## config.mk

```make
export PLATFORM = sky130hd
export DESIGN_NAME = fuar_regs
export DESIGN_NICKNAME = d
export VERILOG_FILES = /design/src/rtl/fuar_pkg.sv /design/src/rtl/fuar_regs.sv
export VERILOG_INCLUDE_DIRS = /design/src /design/src/rtl
export SDC_FILE = /design/constraint.sdc
export NUM_CORES = 1
export LEC_CHECK = 0
export BUFFER_PORTS_ARGS = -buffer_cell sky130_fd_sc_hd__buf_2
export CORE_ASPECT_RATIO = 1.25
export CORE_UTILIZATION = 58
export CTS_BUF_LIST = sky130_fd_sc_hd__clkbuf_2
export CTS_CLUSTER_DIAMETER = 200
export DETAILED_ROUTE_END_ITERATION = 7
export PLACE_DENSITY = 0.87
export SLEW_MARGIN = 40
export SYNTH_ARGS = -nofsm -noshare
export SYNTH_HDL_FRONTEND = slang
export SYNTH_SLANG_ARGS = --single-unit
```

## constraint.sdc

```tcl
create_clock -name aclk -period 3.5 [get_ports aclk]
set_input_delay 0.175 -clock aclk [delete_from_list [all_inputs] [get_ports aclk]]
set_output_delay 0.175 -clock aclk [all_outputs]
set_load 0.005 [all_outputs]
```

## src/rtl/fuar_consts.svh

```systemverilog
`ifndef FUAR_CONSTS_SVH
`define FUAR_CONSTS_SVH
`define FUAR_KEY_OFFSET 32'h0000_0000
`define FUAR_ADDR_OFFSET 32'h0000_0004
`define FUAR_OP_OFFSET 32'h0000_0008
`define FUAR_EFF_OFFSET 32'h0000_000c
`define FUAR_KEY_RESET 32'h0000_0000
`define FUAR_ADDR_RESET 32'h0000_0000
`define FUAR_OP_RESET 4'h0
`define FUAR_EFF_RESET 32'h0000_0000
`define FUAR_READY_RESET 1'b1
`define FUAR_PAGE_MASK 32'hffff_f800
`define FUAR_ROW_MASK 32'hffff_ff00
`define FUAR_DWORD_MASK 32'hffff_fffc
`define FUAR_OP_DWORD 4'h2
`define FUAR_OP_ROW 4'h3
`define FUAR_OP_PAGE 4'h4
`define FUAR_RESP_OKAY 2'h0
`define FUAR_RESP_SLVERR 2'h2
`endif

```

## src/rtl/fuar_pkg.sv

```systemverilog
package fuar_pkg;
	typedef struct packed {
		logic [3:0] op;
		logic [31:0] addr;
	} fuar_target_t;
endpackage

```

## src/rtl/fuar_regs.sv

```systemverilog
`include "fuar_consts.svh"
// How it works
// RULE1: unlock key is write-only; every read of it returns zero.
// RULE2: unlock key is 32 bits, cleared to zero at reset.
// RULE3: target address is 32-bit read/write, cleared to zero at reset.
// RULE4: page erase ignores address bits ten down to zero.
// RULE5: row program ignores address bits seven down to zero.
// RULE6: double-word program targets 32-bit unit, ignores address bits one and zero.
module fuar_regs import fuar_pkg::*; (
	input wire logic aclk,
	input wire logic aresetn,
	input wire logic [31:0] s_axi_awaddr,
	input wire logic s_axi_awvalid,
	output logic s_axi_awready,
	input wire logic [31:0] s_axi_wdata,
	input wire logic [3:0] s_axi_wstrb,
	input wire logic s_axi_wvalid,
	output logic s_axi_wready,
	output logic [1:0] s_axi_bresp,
	output logic s_axi_bvalid,
	input wire logic s_axi_bready,
	input wire logic [31:0] s_axi_araddr,
	input wire logic s_axi_arvalid,
	output logic s_axi_arready,
	output logic [31:0] s_axi_rdata,
	output logic [1:0] s_axi_rresp,
	output logic s_axi_rvalid,
	input wire logic s_axi_rready,
	output logic [31:0] unlock_key,
	output logic key_written,
	output fuar_target_t target
);
	// ------------------------------------------------
	// write channel
	// ------------------------------------------------
	logic aw_held_q;
	logic w_held_q;
	logic [31:0] awaddr_q;
	logic [31:0] wdata_q;
	logic [3:0] wstrb_q;
	logic [31:0] key_q;
	logic [31:0] addr_q;
	logic [3:0] op_q;
	logic key_wr_q;
	logic [31:0] eff_q;
	logic [31:0] eff_d;
	logic do_wr;
	logic [31:0] wmask;
	logic wr_hit;
	logic aw_held_d;
	logic w_held_d;
	logic bvalid_d;
	logic awready_q;
	logic wready_q;
	logic rvalid_d;
	logic arready_q;

	assign do_wr = aw_held_q && w_held_q && !s_axi_bvalid;
	assign wmask = {{8{wstrb_q[3]}}, {8{wstrb_q[2]}}, {8{wstrb_q[1]}}, {8{wstrb_q[0]}}};
	assign wr_hit = awaddr_q == `FUAR_KEY_OFFSET || awaddr_q == `FUAR_ADDR_OFFSET ||
		awaddr_q == `FUAR_OP_OFFSET || awaddr_q == `FUAR_EFF_OFFSET;
	assign s_axi_awready = awready_q;
	assign s_axi_wready = wready_q;

	// next handshake state, so the readies can come from flip-flops
	always_comb begin
		aw_held_d = aw_held_q;
		w_held_d = w_held_q;
		bvalid_d = s_axi_bvalid;
		if (s_axi_awvalid && awready_q) begin
			aw_held_d = 1'b1;
		end else if (do_wr) begin
			aw_held_d = 1'b0;
		end
		if (s_axi_wvalid && wready_q) begin
			w_held_d = 1'b1;
		end else if (do_wr) begin
			w_held_d = 1'b0;
		end
		if (do_wr) begin
			bvalid_d = 1'b1;
		end else if (s_axi_bready) begin
			bvalid_d = 1'b0;
		end
	end

	always_ff @(posedge aclk) begin
		if (!aresetn) begin
			aw_held_q <= 1'b0;
			w_held_q <= 1'b0;
			awaddr_q <= 32'h0000_0000;
			wdata_q <= 32'h0000_0000;
			wstrb_q <= 4'h0;
		end else begin
			aw_held_q <= aw_held_d;
			w_held_q <= w_held_d;
			if (s_axi_awvalid && awready_q) begin
				awaddr_q <= s_axi_awaddr;
			end
			if (s_axi_wvalid && wready_q) begin
				wdata_q <= s_axi_wdata;
				wstrb_q <= s_axi_wstrb;
			end
		end
	end

	always_ff @(posedge aclk) begin
		if (!aresetn) begin
			awready_q <= `FUAR_READY_RESET;
			wready_q <= `FUAR_READY_RESET;
		end else begin
			awready_q <= !aw_held_d && !bvalid_d;
			wready_q <= !w_held_d && !bvalid_d;
		end
	end

	always_ff @(posedge aclk) begin
		if (!aresetn) begin
			s_axi_bvalid <= 1'b0;
			s_axi_bresp <= `FUAR_RESP_OKAY;
		end else begin
			s_axi_bvalid <= bvalid_d;
			if (do_wr) begin
				s_axi_bresp <= wr_hit ? `FUAR_RESP_OKAY : `FUAR_RESP_SLVERR;
			end
		end
	end

	// ------------------------------------------------
	// registers
	// ------------------------------------------------
	always_ff @(posedge aclk) begin
		if (!aresetn) begin
			key_q <= `FUAR_KEY_RESET; // RULE2
			key_wr_q <= 1'b0;
		end else begin
			key_wr_q <= do_wr && awaddr_q == `FUAR_KEY_OFFSET;
			if (do_wr && awaddr_q == `FUAR_KEY_OFFSET) begin
				key_q <= (key_q & ~wmask) | (wdata_q & wmask); // RULE2
			end
		end
	end

	always_ff @(posedge aclk) begin
		if (!aresetn) begin
			addr_q <= `FUAR_ADDR_RESET; // RULE3
			op_q <= `FUAR_OP_RESET;
		end else if (do_wr) begin
			if (awaddr_q == `FUAR_ADDR_OFFSET) begin
				addr_q <= (addr_q & ~wmask) | (wdata_q & wmask); // RULE3
			end
			if (awaddr_q == `FUAR_OP_OFFSET && wstrb_q[0]) begin
				op_q <= wdata_q[3:0];
			end
		end
	end

	// ------------------------------------------------
	// effective address per operation
	// ------------------------------------------------
	always_comb begin
		unique case (op_q)
			`FUAR_OP_PAGE: eff_d = addr_q & `FUAR_PAGE_MASK; // RULE4
			`FUAR_OP_ROW: eff_d = addr_q & `FUAR_ROW_MASK; // RULE5
			`FUAR_OP_DWORD: eff_d = addr_q & `FUAR_DWORD_MASK; // RULE6
			default: eff_d = addr_q;
		endcase
	end

	always_ff @(posedge aclk) begin
		if (!aresetn) begin
			eff_q <= `FUAR_EFF_RESET;
		end else begin
			eff_q <= eff_d;
		end
	end

	assign unlock_key = key_q;
	assign key_written = key_wr_q;
	assign target.op = op_q;
	assign target.addr = eff_q;

	// ------------------------------------------------
	// read channel
	// ------------------------------------------------
	assign s_axi_arready = arready_q;

	always_comb begin
		rvalid_d = s_axi_rvalid;
		if (s_axi_arvalid && arready_q) begin
			rvalid_d = 1'b1;
		end else if (s_axi_rready) begin
			rvalid_d = 1'b0;
		end
	end

	always_ff @(posedge aclk) begin
		if (!aresetn) begin
			arready_q <= `FUAR_READY_RESET;
		end else begin
			arready_q <= !rvalid_d;
		end
	end

	always_ff @(posedge aclk) begin
		if (!aresetn) begin
			s_axi_rvalid <= 1'b0;
			s_axi_rdata <= 32'h0000_0000;
			s_axi_rresp <= `FUAR_RESP_OKAY;
		end else if (s_axi_arvalid && s_axi_arready) begin
			s_axi_rvalid <= 1'b1;
			s_axi_rresp <= `FUAR_RESP_OKAY;
			unique case (s_axi_araddr)
				`FUAR_KEY_OFFSET: s_axi_rdata <= 32'h0000_0000; // RULE1
				`FUAR_ADDR_OFFSET: s_axi_rdata <= addr_q; // RULE3
				`FUAR_OP_OFFSET: s_axi_rdata <= {28'h000_0000, op_q};
				`FUAR_EFF_OFFSET: s_axi_rdata <= eff_q;
				default: begin
					s_axi_rdata <= 32'h0000_0000;
					s_axi_rresp <= `FUAR_RESP_SLVERR;
				end
			endcase
		end else if (s_axi_rready) begin
			s_axi_rvalid <= 1'b0;
		end
	end
endmodule

```

After elaboration in Yosys (flattened, before gate mapping)
Cells that the tools add are included.
- register bits: 212
- input port bits: 107
- output and inout port bits: 110
- word-level logic and storage cells: 67
- equal/unequal tests: 9
- multiplexer cells: 12
- bitwise logic cells: 6
- reductions and logical operators: 22
- operators with widths (operator ; number):
    32-bit by 4-bit == test with 1-bit output (second input constant) ; 4
    32-bit AND ; 3
    32-bit case mux with 3 select lines ; 1
    32-bit by 3-bit == test with 1-bit output (second input constant) ; 2
    32-bit zero test ; 2
    32-bit OR ; 2
    11-bit case mux with 3 select lines ; 1
    32-bit inverter ; 1
    1-bit logical AND ; 9
    4-bit by 2-bit == test with 1-bit output (second input constant) ; 2
    1-bit 2-to-1 mux ; 8
    1-bit zero test ; 5
    4-bit by 3-bit == test with 1-bit output (second input constant) ; 1
    2-bit 2-to-1 mux ; 2
    2-bit AND reduction ; 2
    4-bit OR reduction ; 1
    1-bit logical OR ; 3

Longest topological paths before layout
- word-level depth: 6
- gate-level depth with buffers: 6
- mapped depth without buffers: 4

Worst setup path before layout
No wires, ideal clock.
- path kind: register -> register
- from: register s_axi_bvalid
- to: register with a tool-made name
- library setup time: 0.072 ns
- data arrival time: 1.481 ns
- data required time: 3.428 ns
- setup slack: 1.947 ns
- stages on the path, launching flop included: 7
- path buffers: 2
- cells stage by stage: dfxtp_1 and3b_1 buf_2 buf_2 nand3_1 nor3_4 mux2i_1
- RTL lines (element ; RTL line ; text):
    start: declaration ; fuar_regs.sv:20 ; output logic s_axi_bvalid,
    start signal: assignment ; fuar_regs.sv:122 ; s_axi_bvalid <= bvalid_d;

Worst setup path after layout
- from: register wready_q, in the netlist s_axi_wready
- to: register wdata_q[13]
- cells in the longest elaborated chain, start to end: 1
- ends and longest elaborated chain (element ; RTL line ; text):
    start: declaration ; fuar_regs.sv:54 ; logic wready_q;
    start signal: assignment ; fuar_regs.sv:110 ; wready_q <= `FUAR_READY_RESET;
    start signal: assignment ; fuar_regs.sv:113 ; wready_q <= !w_held_d && !bvalid_d;
    1-bit logical AND ; fuar_regs.sv:100 ; if (s_axi_wvalid && wready_q) begin
    end signal: assignment ; fuar_regs.sv:101 ; wdata_q <= s_axi_wdata;
    end: declaration ; fuar_regs.sv:39 ; logic [31:0] wdata_q;
No other way between the ends.
A chain may end at the register's enable or synchronous reset.

==> impl_metrics.tcl <==
set metrics [dict create \
    status "completed" \
    rsz0062_at_grt "no" \
    period_needed_ns 2.34 \
    timing.critical_path.buf_inv 2 \
    clockRootBuffer "clkbuf_2" \
    syn-cell-area_um2 7850 \
    dieArea_um2 14000 \
    gp_congestion 0.771 \
    slowest_delay_ns 0.68 \
    final_max_slew_viol_count 0 \
    cap_violations 0 \
    dpl_cell_area_um2 9000 \
    stdcell_count 1350 \
    most-common-layout-cells "nand2_1, buf_2, dfxtp_1" \
    path_clk_slew_ns 0.10 \
    worstReg2RegStart "s_axi_wready$_SDFF_PN1_" \
    grt_max_degree 132 \
    antenna_found_initial 2 \
    avgSynthCellArea_um2 9.30 \
    vias_per_cell 5.19 \
    ys_ff_latch 210 \
    final_area_um2 10300 \
    ff2ff_setup_slack_ns 1.16 \
    clk_latency_ns 0.73 \
    grt_overflow 0 \
    drc 0 \
    num-nets-final 1259 \
    layout_commonest_cell "nand2_1" \
    drive_gt1_share_pct 26.2 \
    fmax_mhz 427 \
    grt_pass1_vias 7059 \
    power.density_nw_per_um2 426 \
    crit_slowest_cell "and2_1" \
    cts_buffers 48 \
    crit_chain "and2_1, buf_4, nand2_1, a21boi_0, dlygate4sd3_1" \
    wire_per_inst_um 15.5 \
    dp.cells 1186 \
    min_period_over_period_pct 66.8 \
    worst_pin_slew_ns 0.840 \
    cts_resized 0 \
    synth.distinct_cells 33 \
    r2r_cells 5 \
    fp.dieW_um 106 \
    holdPathStages 5 \
    r2r-end "wdata_q[13]$_SDFFE_PN0P_" \
    power_leakage_nw 4.68 \
    fin_setup_tns_ns 0 \
    ys_seq_area_share_pct 53.5 \
    std_cell_rows 47 \
    setup_viol 0 \
    core_area_um2 13200 \
    worstSetupPathType "flop to flop" \
    totalWireLength_mm 20.9 \
    drtIter0Drc 283 \
    finalHoldViolCount 0 \
    cts_num_sinks 210 \
    path_delay_family "buffers and inverters" \
    worstSetupStartpoint "s_axi_wready$_SDFF_PN1_" \
    holdWs_ns 0.0388 \
    portBuffers 214 \
    synthCells 844 \
    ctsHtreeMaxLevel 2 \
    final.setup_skew_ns 0.0503 \
    track_usage_pct 29.3 \
    ant_nets 0 \
    dr_total_vias 7007 \
    crit_arrival_ns 3.01 \
    hold_end "s_axi_rdata[0]$_SDFFE_PN0P_" \
    cp-start-kind "flop" \
    yosys_warnings 0 \
    max-vdd-ir-drop_uv 409 \
    grt_pass1_wl_mm 32.8 \
    start_util_pct 59.3 \
    end_kind "flop" \
    hold_path.class "input port to flop" \
    drt_first_pass_iters 6 \
    cts_tree "built" \
    min_from "s_axi_araddr[25]" \
    die_h_um 132 \
    cp.required_ns 4.17 \
    area_growth_pct 30.8 \
    cts_buffer_depth 3 \
    crit_path_max_fanout 19 \
    slew_headroom_pct 44.0 \
    post_cts_buffers 0 \
    ioPinCount 217 \
    dp.final_hpwl_mm 12.9 \
]
-- timing repair --
item	4_1_cts	5_1_grt
setup endpoints to repair	0	0
hold endpoints to repair	105	0
hold buffers	87	0
-- how the worst max path moves through the flow --
stage | end | slack (ns) | cells after the start
after floorplan | flop | 1.95 | 6
after global routing | wdata_q[9]$_SDFFE_PN0P_ | 1.05 | 5
after detailed placement | flop | 1.57 | 5
final | wdata_q[13]$_SDFFE_PN0P_ | 1.16 | 5
after global placement | flop | 1.63 | 5
after CTS | wdata_q[9]$_SDFFE_PN0P_ | 1.24 | 5
-- layout make-up --
cell class / instances / area, um2
antenna: 2 / 5.00
clock buffer: 67 / 335
clock inverter: 8 / 60.1
fill: 913 / 2960
inverter: 23 / 86.3
multi-input combinational: 561 / 3360
sequential: 210 / 4200
tap: 171 / 214
timing repair buffer: 308 / 2010
-- cells in the mapped netlist, drive strengths merged --
library cell	count	area share, %
nor3	9	1.9
o211a	1	0.13
and3b	1	0.11
and3	1	0.080
nand4b	1	0.11
a21oi	3	0.19
and2	15	1.2
a21boi	69	6.6
or3b	1	0.11
nor4	14	1.1
inv	23	1.1
o21ai	31	2.0
dfxtp	210	54
o211ai	1	0.096
and4	3	0.33
mux2i	96	12
buf	7	0.65
conb	1	0.048
nand2	271	13
nor2	6	0.29
nand3	9	0.57
o31ai	4	0.38
nand4	3	0.24
nor2b	7	0.56
nand2b	1	0.080
clkbuf	44	2.1
mux2	4	0.57
a22oi	4	0.38
nand3b	1	0.096
o21a	3	0.29
-- stage by stage --
step	setup slack, ns	utilization (%)	total power (W)
2_1_floorplan	1.95	-	0.00275
3_3_place_gp	1.63	68.0	0.00286
3_5_place_dp	1.57	68.0	0.00287
4_1_cts	1.24	77.6	0.00437
5_1_grt	1.05	77.6	0.00457
6_report	1.16	77.6	0.00438
-- routing by layer --
metal / routed length (um) / global-route usage [%] / up-vias
met1: 8330 / 32.3 / 3274
met5: 0 / 0 / -
met4: 596 / 12.6 / 0
met3: 1170 / 5.83 / 50
li1: - / - / 3426
met2: 10800 / 54.1 / 257
-- where the power goes --
group          internal, W  switching [W]
Clock             0.000576       0.000891
Combinational     0.000192       0.000232
Sequential         0.00245      0.0000353
Total              0.00322        0.00116
-- logic make-up after synthesis --
logic type / count (synthesis) / share of synthesized area, %
AOI/OAI and AO/OA: 116 / 10.0
buffers and inverters: 74 / 3.86
DFF: 210 / 53.5
muxes: 100 / 12.8
other: 1 / 0.0478
and+or+nand+nor: 343 / 19.7
-- tightest hold or removal path, cell delays in order --
cell	delay, ns
buf_2	0.07
nor4_1	0.04
and4_1	0.17
nand2_1	0.14
o31ai_1	0.09
(Power assumes the default switching activity.)
